## src/hdl/gmc_defs.vh

```
`ifndef GMC_DEFS_VH
`define GMC_DEFS_VH

// ****************************************************************
// Register map
// ****************************************************************
`define GMC_ADDR_W          12
`define GMC_DATA_W          16
`define GMC_CTRL0_ADDR      12'h900
`define GMC_GLOBAL_SEL_BIT  11
`define GMC_GLOBAL_SEL_BIT2 8
`define GMC_GLOBAL_CLR_BIT  10
`define GMC_GLOBAL_CLR_BIT2 9

// ****************************************************************
// Control field layout and reset value
// ****************************************************************
`define GMC_LINE_STD_BIT    15
`define GMC_BACKPLANE_BIT   14
`define GMC_CLK_RATE_BIT    4
`define GMC_SOFT_RST_BIT    0
`define GMC_CTRL0_MASK      16'hC011
`define GMC_CTRL0_RESET     16'h8000
`define GMC_ZERO_WORD       16'h0000

// ****************************************************************
// Timing
// ****************************************************************
`define GMC_MCLK_KHZ        10000
`define GMC_LINE_CLK_KHZ    1544
`define GMC_RELOAD_LINE_CYC 34
`define GMC_RELOAD_CYCLES   ((`GMC_RELOAD_LINE_CYC * `GMC_MCLK_KHZ + `GMC_LINE_CLK_KHZ - 1) / `GMC_LINE_CLK_KHZ)
`define GMC_SOFT_RST_CYCLES 4
`define GMC_TIMER_W         9
`define GMC_TIMER_ONE       9'h001
`define GMC_TIMER_ZERO      9'h000

`endif

```

## src/hdl/gmc_global_mode_control.v

```verilog
`timescale 1ns/10ps
`default_nettype none
`include "gmc_defs.vh"

// Overview of operation
// - Bit 15 selects T1 or E1
// - Standard change reloads matching framer defaults, no framer reset
// - Reload completes in about 34 line clocks
// - Bit 14 selects TDM or GCI timing
// - GCI only valid at 2.048 Mb/s rate
// - Rate bit low: 4.096 MHz, 2.048 Mb/s
// - Rate bit high: 16.384 MHz, 8.192 Mb/s
// - Soft reset rising edge resets framers T1
// - Soft reset acts like reset pin
// - Global space decoded at 9xx addresses
// - Global register same in T1 and E1
module gmc_global_mode_control
(
	input  wire                  mclk,          // 10 MHz system clock
	input  wire                  reset,         // Hardware reset pin
	input  wire                  ce,            // Clock enable
	input  wire [11:0]           addr,          // Register address
	input  wire [15:0]           dataIn,        // Write data from host
	input  wire                  csN,           // Chip select
	input  wire                  wrN,           // Write strobe
	input  wire                  rdN,           // Read strobe
	output reg  [15:0]           dataOut,       // Read data to host
	output reg                   dataOutEnN,    // Low while driving data
	output reg                   lineT1,        // Framers in T1 mode
	output reg                   gciTiming,     // GCI backplane timing
	output reg                   fastRate,      // 16.384 MHz / 8.192 Mb/s
	output reg                   framerReset,   // Reset to all framers
	output wire                  framerReload,  // Default reload running
	output reg                   reloadToT1     // Reload uses T1 defaults
);

	reg  [15:0]                  ctrl;
	reg                          wrIdle;
	wire                         globalHit;
	wire                         ctrlHit;
	wire                         wrStart;
	wire                         ctrlWrite;
	wire                         softReset;
	wire                         lineChange;
	wire                         softBusy;

	// Counts kept at full width, then cut to the timer width on purpose
	localparam [31:0]            SOFT_CYCLES   = `GMC_SOFT_RST_CYCLES;
	localparam [31:0]            RELOAD_CYCLES = `GMC_RELOAD_CYCLES;

	// ****************************************************************
	// Address decode and write strobe edge
	// ****************************************************************
	assign globalHit = addr[`GMC_GLOBAL_SEL_BIT] &
		addr[`GMC_GLOBAL_SEL_BIT2] &
		~addr[`GMC_GLOBAL_CLR_BIT] &
		~addr[`GMC_GLOBAL_CLR_BIT2];
	assign ctrlHit   = globalHit && (addr == `GMC_CTRL0_ADDR);
	// One write per strobe so a held strobe cannot repeat a reset
	assign wrStart   = ~csN & ~wrN & wrIdle;
	assign ctrlWrite = wrStart & ctrlHit;
	assign softReset = ctrlWrite & dataIn[`GMC_SOFT_RST_BIT] &
		~ctrl[`GMC_SOFT_RST_BIT];
	assign lineChange = ctrlWrite & ~softReset &
		(dataIn[`GMC_LINE_STD_BIT] != ctrl[`GMC_LINE_STD_BIT]);

	always @(posedge mclk)
	begin
		if (reset)
			wrIdle <= 1'b1;
		else if (ce)
			wrIdle <= csN | wrN;
	end

	// ****************************************************************
	// Global control register
	// ****************************************************************
	// Layout does not depend on the current line standard
	always @(posedge mclk)
	begin
		if (reset)
			ctrl <= `GMC_CTRL0_RESET;
		else if (ce)
		begin
			if (softReset)
				ctrl <= `GMC_CTRL0_RESET;
			else if (ctrlWrite)
				ctrl <= dataIn & `GMC_CTRL0_MASK;
		end
	end

	// ****************************************************************
	// Mode outputs
	// ****************************************************************
	always @(posedge mclk)
	begin
		if (reset)
		begin
			lineT1    <= 1'b1;
			gciTiming <= 1'b0;
			fastRate  <= 1'b0;
		end
		else if (ce)
		begin
			lineT1    <= ctrl[`GMC_LINE_STD_BIT];
			// GCI is held off while the fast rate is selected
			gciTiming <= ctrl[`GMC_BACKPLANE_BIT] &
				~ctrl[`GMC_CLK_RATE_BIT];
			fastRate  <= ctrl[`GMC_CLK_RATE_BIT];
		end
	end

	// ****************************************************************
	// Framer reset and default reload
	// ****************************************************************
	gmc_pulse_timer
	#(
		.WIDTH (`GMC_TIMER_W),
		.COUNT (SOFT_CYCLES[`GMC_TIMER_W-1:0])
	)
	softTimer
	(
		.mclk  (mclk),
		.reset (reset),
		.ce    (ce),
		.start (softReset),
		.busy  (softBusy)
	);

	gmc_pulse_timer
	#(
		.WIDTH (`GMC_TIMER_W),
		.COUNT (RELOAD_CYCLES[`GMC_TIMER_W-1:0])
	)
	reloadTimer
	(
		.mclk  (mclk),
		.reset (reset | softReset),
		.ce    (ce),
		.start (lineChange),
		.busy  (framerReload)
	);

	always @(posedge mclk)
	begin
		if (reset)
		begin
			framerReset <= 1'b1;
			reloadToT1  <= 1'b1;
		end
		else if (ce)
		begin
			framerReset <= softReset | softBusy;
			if (softReset)
				reloadToT1 <= 1'b1;
			else if (lineChange)
				reloadToT1 <= dataIn[`GMC_LINE_STD_BIT];
		end
	end

	// ****************************************************************
	// Read path
	// ****************************************************************
	always @(posedge mclk)
	begin
		if (reset)
		begin
			dataOut    <= `GMC_ZERO_WORD;
			dataOutEnN <= 1'b1;
		end
		else if (ce)
		begin
			if (~csN & ~rdN & ctrlHit)
			begin
				dataOut    <= ctrl;
				dataOutEnN <= 1'b0;
			end
			else if (~csN & ~rdN & globalHit)
			begin
				dataOut    <= `GMC_ZERO_WORD;
				dataOutEnN <= 1'b0;
			end
			else
			begin
				dataOut    <= `GMC_ZERO_WORD;
				dataOutEnN <= 1'b1;
			end
		end
	end

endmodule // gmc_global_mode_control

`default_nettype wire

```

## src/hdl/gmc_pulse_timer.v

```verilog
`timescale 1ns/10ps
`default_nettype none
`include "gmc_defs.vh"

module gmc_pulse_timer
#(
	parameter                    WIDTH = `GMC_TIMER_W,
	parameter [WIDTH-1:0]        COUNT = `GMC_SOFT_RST_CYCLES
)
(
	input  wire                  mclk,   // System clock
	input  wire                  reset,  // Synchronous reset
	input  wire                  ce,     // Clock enable
	input  wire                  start,  // Restart the interval
	output reg                   busy    // High for COUNT cycles
);

	reg  [WIDTH-1:0]             remain;

	// ****************************************************************
	// Down counter; a new start restarts the interval
	// ****************************************************************
	always @(posedge mclk)
	begin
		if (reset)
		begin
			remain <= {WIDTH{1'b0}};
			busy   <= 1'b0;
		end
		else if (ce)
		begin
			if (start)
			begin
				remain <= COUNT;
				busy   <= 1'b1;
			end
			else if (remain != {WIDTH{1'b0}})
			begin
				remain <= remain - {{(WIDTH-1){1'b0}}, 1'b1};
				busy   <= (remain != {{(WIDTH-1){1'b0}}, 1'b1});
			end
			else
			begin
				busy   <= 1'b0;
			end
		end
	end

endmodule // gmc_pulse_timer

`default_nettype wire

```

## config.mk

```make
export PLATFORM = sky130hd
export DESIGN_NAME = gmc_global_mode_control
export DESIGN_NICKNAME = d
export VERILOG_FILES = /design/src/hdl/gmc_global_mode_control.v /design/src/hdl/gmc_pulse_timer.v
export VERILOG_INCLUDE_DIRS = /design/src /design/src/hdl
export SDC_FILE = /design/constraint.sdc
export NUM_CORES = 1
export LEC_CHECK = 0
export ABC_AREA = 1
export BUFFER_PORTS_ARGS = -buffer_cell sky130_fd_sc_hd__buf_2
export CAP_MARGIN = 30
export CORE_ASPECT_RATIO = 1.75
export CORE_MARGIN = 8
export CORE_UTILIZATION = 52
export DETAILED_ROUTE_END_ITERATION = 16
export PLACE_DENSITY = 0.86
export SYNTH_ARGS = -nofsm -noshare
export SYNTH_HDL_FRONTEND = slang
export SYNTH_SLANG_ARGS = --single-unit
```

## constraint.sdc

```tcl
create_clock -name mclk -period 1.7 [get_ports mclk]
set_input_delay 0.17 -clock mclk [delete_from_list [all_inputs] [get_ports mclk]]
set_output_delay 0.17 -clock mclk [all_outputs]
set_load 0.05 [all_outputs]
```

Word-level counts from Yosys, hierarchy flattened
Cells that the tools add are included.
- bitwise logic cells: 25
- equality and inequality tests: 4
- reductions and logical operators: 11
- add/subtract/negate cells: 2
- muxes and demuxes: 15
- operators by type and width (operator ; count):
    16-bit 2-to-1 mux ; 3
    9-bit 2-to-1 mux ; 4
    9-bit by 1-bit inequality test with 1-bit output, second input constant ; 2
    9-bit nonzero test ; 2
    9-bit by 1-bit subtractor with 9-bit output, second input constant ; 2
    1-bit AND ; 14
    12-bit equality test, second input constant ; 1
    1-bit 2-to-1 mux ; 8
    1-bit inverter ; 8
    2-bit AND reduction ; 4
    2-bit nonzero test ; 4
    1-bit OR ; 3
    1-bit logical AND ; 1
    1-bit inequality test ; 1
- output and inout port bits: 23
- bits of input ports: 34
- word-level logic and storage cells: 70
- register bits after elaboration: 59

Depth between registers and ports, before layout
Gate-level depths: netlist of run 1.
- depth in word-level cells: 12
- depth in mapped cells: 13
- gate-level depth less buffers: 13

Hierarchy
From an unflattened synthesis of run 1, not the netlist that was laid out.
- cells, all modules: 301
- area total of the unflattened synthesis: 2117.0 µm²
- modules (own cells, without submodules) (module ; area an instance (µm²) ; cells each ; times used ; seq. area each (µm²)):
    gmc_global_mode_control ; 817.0 ; 114 ; 1 ; 300.3
    gmc_pulse_timer at reloadTimer ; 651.9 ; 98 ; 1 ; 200.2
    gmc_pulse_timer at softTimer ; 648.1 ; 89 ; 1 ; 200.2

Least setup slack after synthesis of run 1
OpenSTA, ideal clock, no wires.
- path type: reg-to-reg
- start point: register softTimer.remain[0]
- end point: register softTimer.remain[3]
- period minus slack after synthesis: 1.438 ns
- arrival: 1.323 ns
- path buffers: 0
- slack: 0.262 ns
- data required time: 1.584 ns
- library setup time: 0.116 ns
- stages on the path, launching flop included: 13
- cell sequence: dfxtp_1 -> inv_1 -> ha_1 -> nand2_1 -> nor2_1 -> nand2_1 -> inv_1 -> nor2_1 -> inv_1 -> nand2_2 -> nand3_1 -> nand2_1 -> nor2_1
- longest elaborated chain between the ends: 3
- elaborated cells on any way between the ends: 6
- those cells by class: add/sub: 1; mux: 2; reduce/logical: 3
- ends and longest elaborated chain (element ; RTL line ; source):
    start, declared ; gmc_pulse_timer.v:18 ; reg [WIDTH-1:0] remain;
    start signal, assigned ; gmc_pulse_timer.v:27 ; remain <= {WIDTH{1'b0}};
    start signal, assigned ; gmc_pulse_timer.v:39 ; remain <= remain - {{(WIDTH-1){1'b0}}, 1'b1};
    9-bit by 1-bit subtractor with 9-bit output or 9-bit nonzero test (tied branches) ; gmc_pulse_timer.v:39, gmc_pulse_timer.v:37 ;
    9-bit 2-to-1 mux or 2-bit nonzero test (tied branches) ; n/a ;
    9-bit 2-to-1 mux or 2-bit AND reduction (tied branches) ; n/a ;
Parallel ways exist; a longest one is shown, timed or not. The select of a mux whose other input is x is not followed.
A chain may end at the register's enable or synchronous reset.

Final worst setup path of run 1
- start point: register softTimer.remain[0]
- end point: register softTimer.remain[7]
Same word-level chain as after synthesis.

==> results of run 1 <==
worst paths after layout:
check | slack, ps | endpoint | cells past startpoint | start
max | 110 | softTimer.remain[7] | 11 | softTimer.remain[0]
min | 170 | wrIdle | 3 | wrN
max reg2reg | 110 | softTimer.remain[7] | 11 | softTimer.remain[0]
min reg2reg | 460 | gciTiming | 2 | gciTiming
flip-flops by register name, indices dropped and copies added (netlist names):
signal and flops:
reloadTimer.busy 1, dataOut 4, softTimer.remain 9, ctrl 4, reloadTimer.remain 9, wrIdle 1, dataOutEnN 1, framerReset 1
softTimer.busy 1, lineT1 1, reloadToT1 1, fastRate 1, gciTiming 1
cell families after synthesis:
| kind of cell | Yosys count |
|---|---|
| adder cells (fa/ha/maj) | 4 |
| AO/OA/AOI/OAI | 36 |
| XOR/XNOR | 7 |
| other | 1 |
| buffers and inverters | 51 |
| flip-flops | 35 |
| AND/OR/NAND/NOR | 159 |
critical path, stage by stage (launching register included):
cell and delay [ps]:
dfxtp_2 340, inv_2 70, ha_1 190, nand2_1 110, nor2_2 150, nand2_1 60, inv_1 110, nor2_4 50
inv_1 120, nand2_2 110, nand2_1 80, a21oi_1 60
report_power, final:
part	switching, mW	internal (mW)
logic	1.10	0.605
registers	0.145	0.988
clock network	0.305	0.474
total	1.55	2.07
cell usage in the layout, fill, tap and decap left out:
| master | instances |
|---|---|
| a31oi_1 | 1 |
| nand2_1 | 72 |
| inv_2 | 2 |
| bufinv_16 | 1 |
| buf_2 | 32 |
| nor2_2 | 4 |
| nor3_1 | 5 |
| dfxtp_2 | 1 |
| nand2_2 | 5 |
| nand3_4 | 1 |
| clkinv_2 | 1 |
| nand3_1 | 22 |
| xnor2_1 | 1 |
| buf_4 | 6 |
| dfxtp_1 | 34 |
| clkbuf_8 | 6 |
| nand2_4 | 2 |
| o21ai_0 | 8 |
| and3_1 | 1 |
| a21oi_1 | 22 |
| conb_1 | 12 |
| o21ai_1 | 1 |
| o21a_1 | 1 |
| a211oi_1 | 3 |
| xor2_1 | 6 |
| nor2_4 | 3 |
| nor2_1 | 36 |
| nand4_1 | 5 |
| nor3b_4 | 1 |
| inv_1 | 32 |
| nor2_8 | 1 |
| ha_1 | 4 |
| and2_0 | 1 |
per-layer routing:
layer  vias to the layer above  routed length [um]  GRT usage
met4                         0                 173      0.108
met2                        57                2870      0.333
met3                        20                 253     0.0531
met1                       908                1750      0.131
met5                         -                   0          0
li1                        983                   -          -
through the flow:
step | hold slack (ps) | cells | area, sq um | power (mW)
3_3_place_gp | 444 | 371 | 2170 | 2.68
4_1_cts | 168 | 379 | 2290 | 3.53
5_1_grt | 181 | 379 | 2310 | 3.91
3_5_place_dp | 454 | 371 | 2170 | 2.74
6_report | 170 | 379 | 2310 | 3.62
2_1_floorplan | 302 | 304 | 2020 | 2.42
cell type report:
type,count,area share
Multi-Input combinational cell,218,0.476
Sequential cell,35,0.304
Timing Repair Buffer,38,0.0888
Inverter,34,0.0552
Clock buffer,6,0.0357
Tap cell,46,0.0249
Clock inverter,2,0.0152
==> flow_summary.rst, run 1 <==
.. list-table::
   :header-rows: 1

   * - Metric
     - Value
   * - Outcome
     - finished clean
   * - Most frequently used cell type in the post-synthesis netlist
     - nand2_1
   * - Leftover overflow at the end of global routing
     - 0
   * - Avg Inst Size Synth
     - 6.75 sq um
   * - Register area share after synthesis
     - 0.354
   * - Total number of clock tree sinks
     - 35
   * - Die Ht
     - 97.6 um
   * - Top cell types by occurrence after synthesis
     - nand2_1 (73), nor2_1 (39), dfxtp_1 (35)
   * - Count of max-cap constraint violations
     - 0
   * - DRC marker count from the first detailed-route iteration
     - 80
   * - Clock Skews
     - 7.15 ps
   * - Routability cong.
     - 0.838
   * - Via count of the first global-routing pass
     - 2096
   * - Pwr/cell area
     - 1570 nW/um^2
   * - Count of filler cells inserted in the layout
     - 337
   * - Crit-path max FO
     - 5
   * - First-pass DRT Iterations
     - 5
   * - Final setup margin
     - about 110 ps
   * - Die Outline Area
     - roughly 6100 sq um
   * - Register bit count reported by yosys
     - 35
   * - Post-Route Setup TNS
     - 0 ps
   * - Remaining antenna violation count
     - 0
   * - Worst VDD drop
     - 0.999 mV
   * - Number of nets in the final layout
     - 370
   * - ANT cells
     - 0
   * - Synthesized-area fraction occupied by and/or/nand/nor cells
     - 0.371
   * - Yosys top cell by area
     - dfxtp_1
   * - Final critical path time including I/O delays and setup
     - 1590 ps
   * - Startpoint Class
     - flip-flop
   * - Share of the synthesized area in compound gates (AO/OA/AOI/OAI)
     - 0.0968
   * - Reg clk slew, reported paths
     - 80 ps
   * - Number of distinct library cell variants in the gate-level netlist after synthesis
     - 29
   * - Post-route fraction of the period consumed by the critical path
     - 0.934
   * - Worst Tran Pin Value
     - 509 ps
   * - Depth of the CTS H-tree
     - 2
   * - Via count of the routed design
     - between 1500 and 2000
   * - Highest clock rate
     - 630 MHz
   * - Hold Vio Cnt, Final
     - 0
   * - Cell types occupying the most area after synthesis
     - dfxtp_1 (35%), nand2_1 (14%), nor2_1 (7.4%), inv_1 (6.5%), a21oi_1 (5.6%)
   * - Leakage power figure
     - 1.13 nW
   * - Combined area of the multi-input logic cells
     - 1100 sq um
   * - Crit path capture type
     - flip-flop
   * - Most common flop cell mapped by yosys
     - dfxtp_1
   * - Fraction of layout instances using a drive strength above 1
     - 0.198
   * - Number of warning messages in the yosys log
     - 0
   * - Maximum number of pins on one net before global-route repair
     - 18
   * - Area share of xor/xnor cells in the synthesized design
     - 0.0310
   * - Hold buffer count at cts
     - 0
   * - Buffers from clock root to sink, at most
     - 2
   * - Number of enable flip-flop cells after synthesis
     - 0
   * - Share of the synthesized area in the top cell type
     - 0.354
   * - Post CTS Setup Buffer Count
     - 0
   * - Detail-routed via count per cell
     - 5.19
   * - Mux cell area share after synthesis
     - 0
   * - Post-placement worst setup slack
     - 3.18 ps
   * - Port bufs
     - 32
   * - Number of placement rows
     - 29
   * - Worst slew margin
     - 0.658
   * - Number of remaining DRC errors
     - 0
   * - Overall die width
     - around 63 um
   * - Antenna violations before repair
     - 0
   * - Async set-reset flop share out of synthesis
     - 0
   * - Finish-stage setup viols
     - 0
   * - Floorplan core area
     - 3630 sq um
   * - Average wire per standard cell
     - 13.3 um
   * - Endpoint required time on the critical path
     - roughly 1900 ps
   * - Final standard cell utilization of the core
     - 0.637
   * - Cts bufs inserted
     - 5
   * - Post-synthesis share of cell area spent on full adders, half adders and majority gates
     - 0.0253
   * - Source-to-sink clock delay at the later pin of the worst-skew pair
     - 290 ps
   * - Synth Instances
     - 293
   * - CP arrival
     - between 1500 and 2000 ps
   * - Summed instance area of the synthesized netlist
     - 1980 sq um
   * - Routed Wire Length
     - 5.05 mm
   * - CTS Root Cell
     - clkbuf_8
   * - Initial standard-cell utilization of the core
     - 0.545
   * - Clock tree from TritonCTS
     - done
   * - CTS resizes
     - 1
   * - Path type of the worst min-delay path
     - in2reg
   * - GRT Util Overall
     - 0.168
   * - Final Max Slew Viols
     - 0
   * - Main combinational cell family by area after synthesis
     - simple AND/OR/NAND/NOR gates
   * - Area growth syn-to-layout
     - 16.8%
   * - Category of the most critical setup path
     - reg2reg
   * - DP HPWL
     - approximately 3.9 mm
   * - Register area
     - around 700 sq um
   * - Count of boundary I/O pins
     - 57
   * - Wire length of the first global-routing pass
     - 8.49 mm
(Power assumes the default switching activity.)
==> run 2, diff against run 1 <==
Settings changed: CORE_UTILIZATION 52 to 56, PLACE_DENSITY 0.86 to 0.91.
Clock period 1.7 ns to 1.9 ns, I/O delays scaled along.
==> run 2 against run 1 <==
Register-to-register slack improved by 110 ps. Global-route usage up 1.1 points. Fmax decreased by 5.6%. Wire length decreased by 6.7%. Power is 18% lower. Clock-buffer cell count down 1. Sequential power down 11%. Sequential cell count unchanged. Critical path depth shrank 1. Worst hold slack improved by 15 ps. Largest cell class unchanged. Via count is 3.2% lower.
==> flow_summary.rst, run 2 (synthesized netlist as in run 1, its figures left out) <==
.. list-table::
   :header-rows: 1

   * - Metric
     - Value
   * - Clock tree from TritonCTS
     - done
   * - Post-detailed-placement cell area
     - 2150 sq um (-1.1%)
   * - Via count of the first global-routing pass
     - 1945 (-7.2%)
   * - Die Ht
     - 94.6 um (-3.0%)
   * - Crit-path max FO
     - 5 (unchanged)
   * - Total Power Consumption
     - 2.97 mW (-18%)
   * - Path type of the worst min-delay path
     - in2reg
   * - Hold Vio Cnt, Final
     - 0 (unchanged)
   * - Worst VDD drop
     - 0.794 mV (-21%)
   * - Wire length of the first global-routing pass
     - 8.00 mm (-5.7%)
   * - Routability cong.
     - 0.948 (+13%)
   * - Crit path capture type
     - flip-flop
   * - Post-route fraction of the period consumed by the critical path
     - 0.885 (-0.0488)
   * - Buffers from clock root to sink, at most
     - 2 (unchanged)
   * - ANT cells
     - 0 (unchanged)
   * - Cts bufs inserted
     - 5 (unchanged)
   * - Worst hold margin
     - 185 ps (+15.0 ps)
   * - Largest registers
     - reloadTimer.remain (9), softTimer.remain (9)
   * - Worst slew margin
     - 0.629 (-0.0298)
   * - Worst Tran Pin Value
     - 553 ps (+44.3 ps)
   * - Leakage power figure
     - 1.10 nW (-3.3%)
   * - CP arrival
     - 1910 ps (+150 ps)
   * - Via count of the routed design
     - 1906 (-3.2%)
   * - Outcome
     - finished clean
   * - Number of placement rows
     - 28 (-3.4%)
   * - Setup repair after global routing missed its margin
     - false
   * - Count of boundary I/O pins
     - 57 (unchanged)
   * - Highest clock rate
     - 594 MHz (-5.6%)
   * - Commonest non-fill, non-tap cell in the layout
     - nand2_1
   * - Clock Skews
     - 6.91 ps (-0.237 ps)
   * - Initial standard-cell utilization of the core
     - 0.582 (+0.0369)
   * - Fraction of layout instances using a drive strength above 1
     - 0.170 (-0.0285)
   * - Final critical path time including I/O delays and setup
     - 1680 ps (+94.2 ps)
   * - Remaining antenna violation count
     - 0 (unchanged)
   * - Post-Route Setup TNS
     - 0 ps (unchanged)
   * - Number of nets in the final layout
     - 367 (-0.81%)
   * - Category of the most critical setup path
     - reg2reg
   * - Depth of the CTS H-tree
     - 2 (unchanged)
   * - Floorplan core area
     - 3400 sq um (-6.3%)
   * - Leading cell types in the layout, fill and taps excluded
     - nand2_1 (73), nor2_1 (39), dfxtp_1 (35)
   * - DP HPWL
     - 3.72 mm (-3.6%)
   * - Startpoint Class
     - flip-flop
   * - GRT Util Overall
     - 0.178 (+0.0107)
   * - Die Outline Area
     - 5760 sq um (-5.7%)
   * - Total number of clock tree sinks
     - 35 (unchanged)
   * - DRC marker count from the first detailed-route iteration
     - 37 (-54%)
   * - CTS resizes
     - 0 (-1)
   * - Overall die width
     - 60.9 um (-2.7%)
   * - Port bufs
     - 32 (unchanged)
   * - Pwr/cell area
     - 1330 nW/um^2 (-15%)
   * - Hold buffer count at cts
     - 0 (unchanged)
   * - Maximum number of pins on one net before global-route repair
     - 18 (unchanged)
   * - Routed Wire Length
     - 4.71 mm (-6.7%)
   * - First-pass DRT Iterations
     - 6 (+1)
   * - Final Max Slew Viols
     - 0 (unchanged)
   * - Antenna violations before repair
     - 0 (unchanged)
   * - Area growth syn-to-layout
     - 13.1%
   * - Number of remaining DRC errors
     - 0 (unchanged)
   * - Reg clk slew, reported paths
     - 70 ps (about the same)
   * - Endpoint required time on the critical path
     - 2120 ps (+250 ps)
   * - Finish-stage setup viols
     - 0 (unchanged)
   * - Post CTS Setup Buffer Count
     - 0 (unchanged)
   * - Final standard cell area without fillers
     - 2240 sq um (-3.2%)
   * - Final standard cell utilization of the core
     - 0.658 (+0.0214)
   * - Leftover overflow at the end of global routing
     - 0 (unchanged)
   * - Count of max-cap constraint violations
     - 0 (unchanged)
   * - Average wire per standard cell
     - 12.6 um (-5.7%)
   * - CTS Root Cell
     - clkbuf_8
   * - Detail-routed via count per cell
     - 5.08 (-2.1%)
   * - Source-to-sink clock delay at the later pin of the worst-skew pair
     - 300 ps (about the same)
## run 2: cell count changes in the layout (fill, tap and decap cells not counted), sizes merged
cell      previous run  this run
clkbuf               6         5
bufinv               1         0
buf                 38        35
clkinvlp             0         2
## run 2: critical path, cell delays in order, from the launching register on
cell and delay (ps):
dfxtp_1 340, inv_1 110, ha_1 230, nand2_2 80, nor2_1 140, nand2_1 80
nand2_2 100, inv_1 80, nor2_2 230, nand2_1 80, a21oi_1 140
## run 2: metrics by stage
stage                     std cells  setup slack [ps]
after floorplan                 304               462
after global placement          367               290
after detailed placement        367               249
after CTS                       375               226
after global routing            375              39.9
final                           375               218
## run 2: path summary, 6_finish.rpt
path | from | cells after the start | end | slack, ps
worst min register to register | lineT1 | 2 | lineT1 | 460
worst max register to register | reloadTimer.remain[0] | 10 | reloadTimer.remain[4] | 220
worst min-delay path | wrN | 3 | wrIdle | 180
worst max-delay path | reloadTimer.remain[0] | 10 | reloadTimer.remain[4] | 220
## run 2: where the power goes
group          switching (mW)  total [mW]  internal (mW)
combinational           0.915        1.42          0.505
sequential              0.129        1.01          0.882
clock                   0.286       0.540          0.255
total                    1.33        2.97           1.64
## run 2: final cells by class
cell class                 count  area (sq um)
fill                         311          1160
multi-input combinational    218          1080
sequential                    35           701
timing repair buffer          35           183
inverter                      34           128
clock buffer                   5          68.8
tap                           45          56.3
clock inverter                 3          20.0
## run 2: layer usage
metal  global-route usage  wire [um]  vias up
met5                    0          0        -
li1                     -          -      974
met4               0.0939        136        0
met2                0.339       2690       43
met3               0.0381        168       14
met1                0.166       1720      875
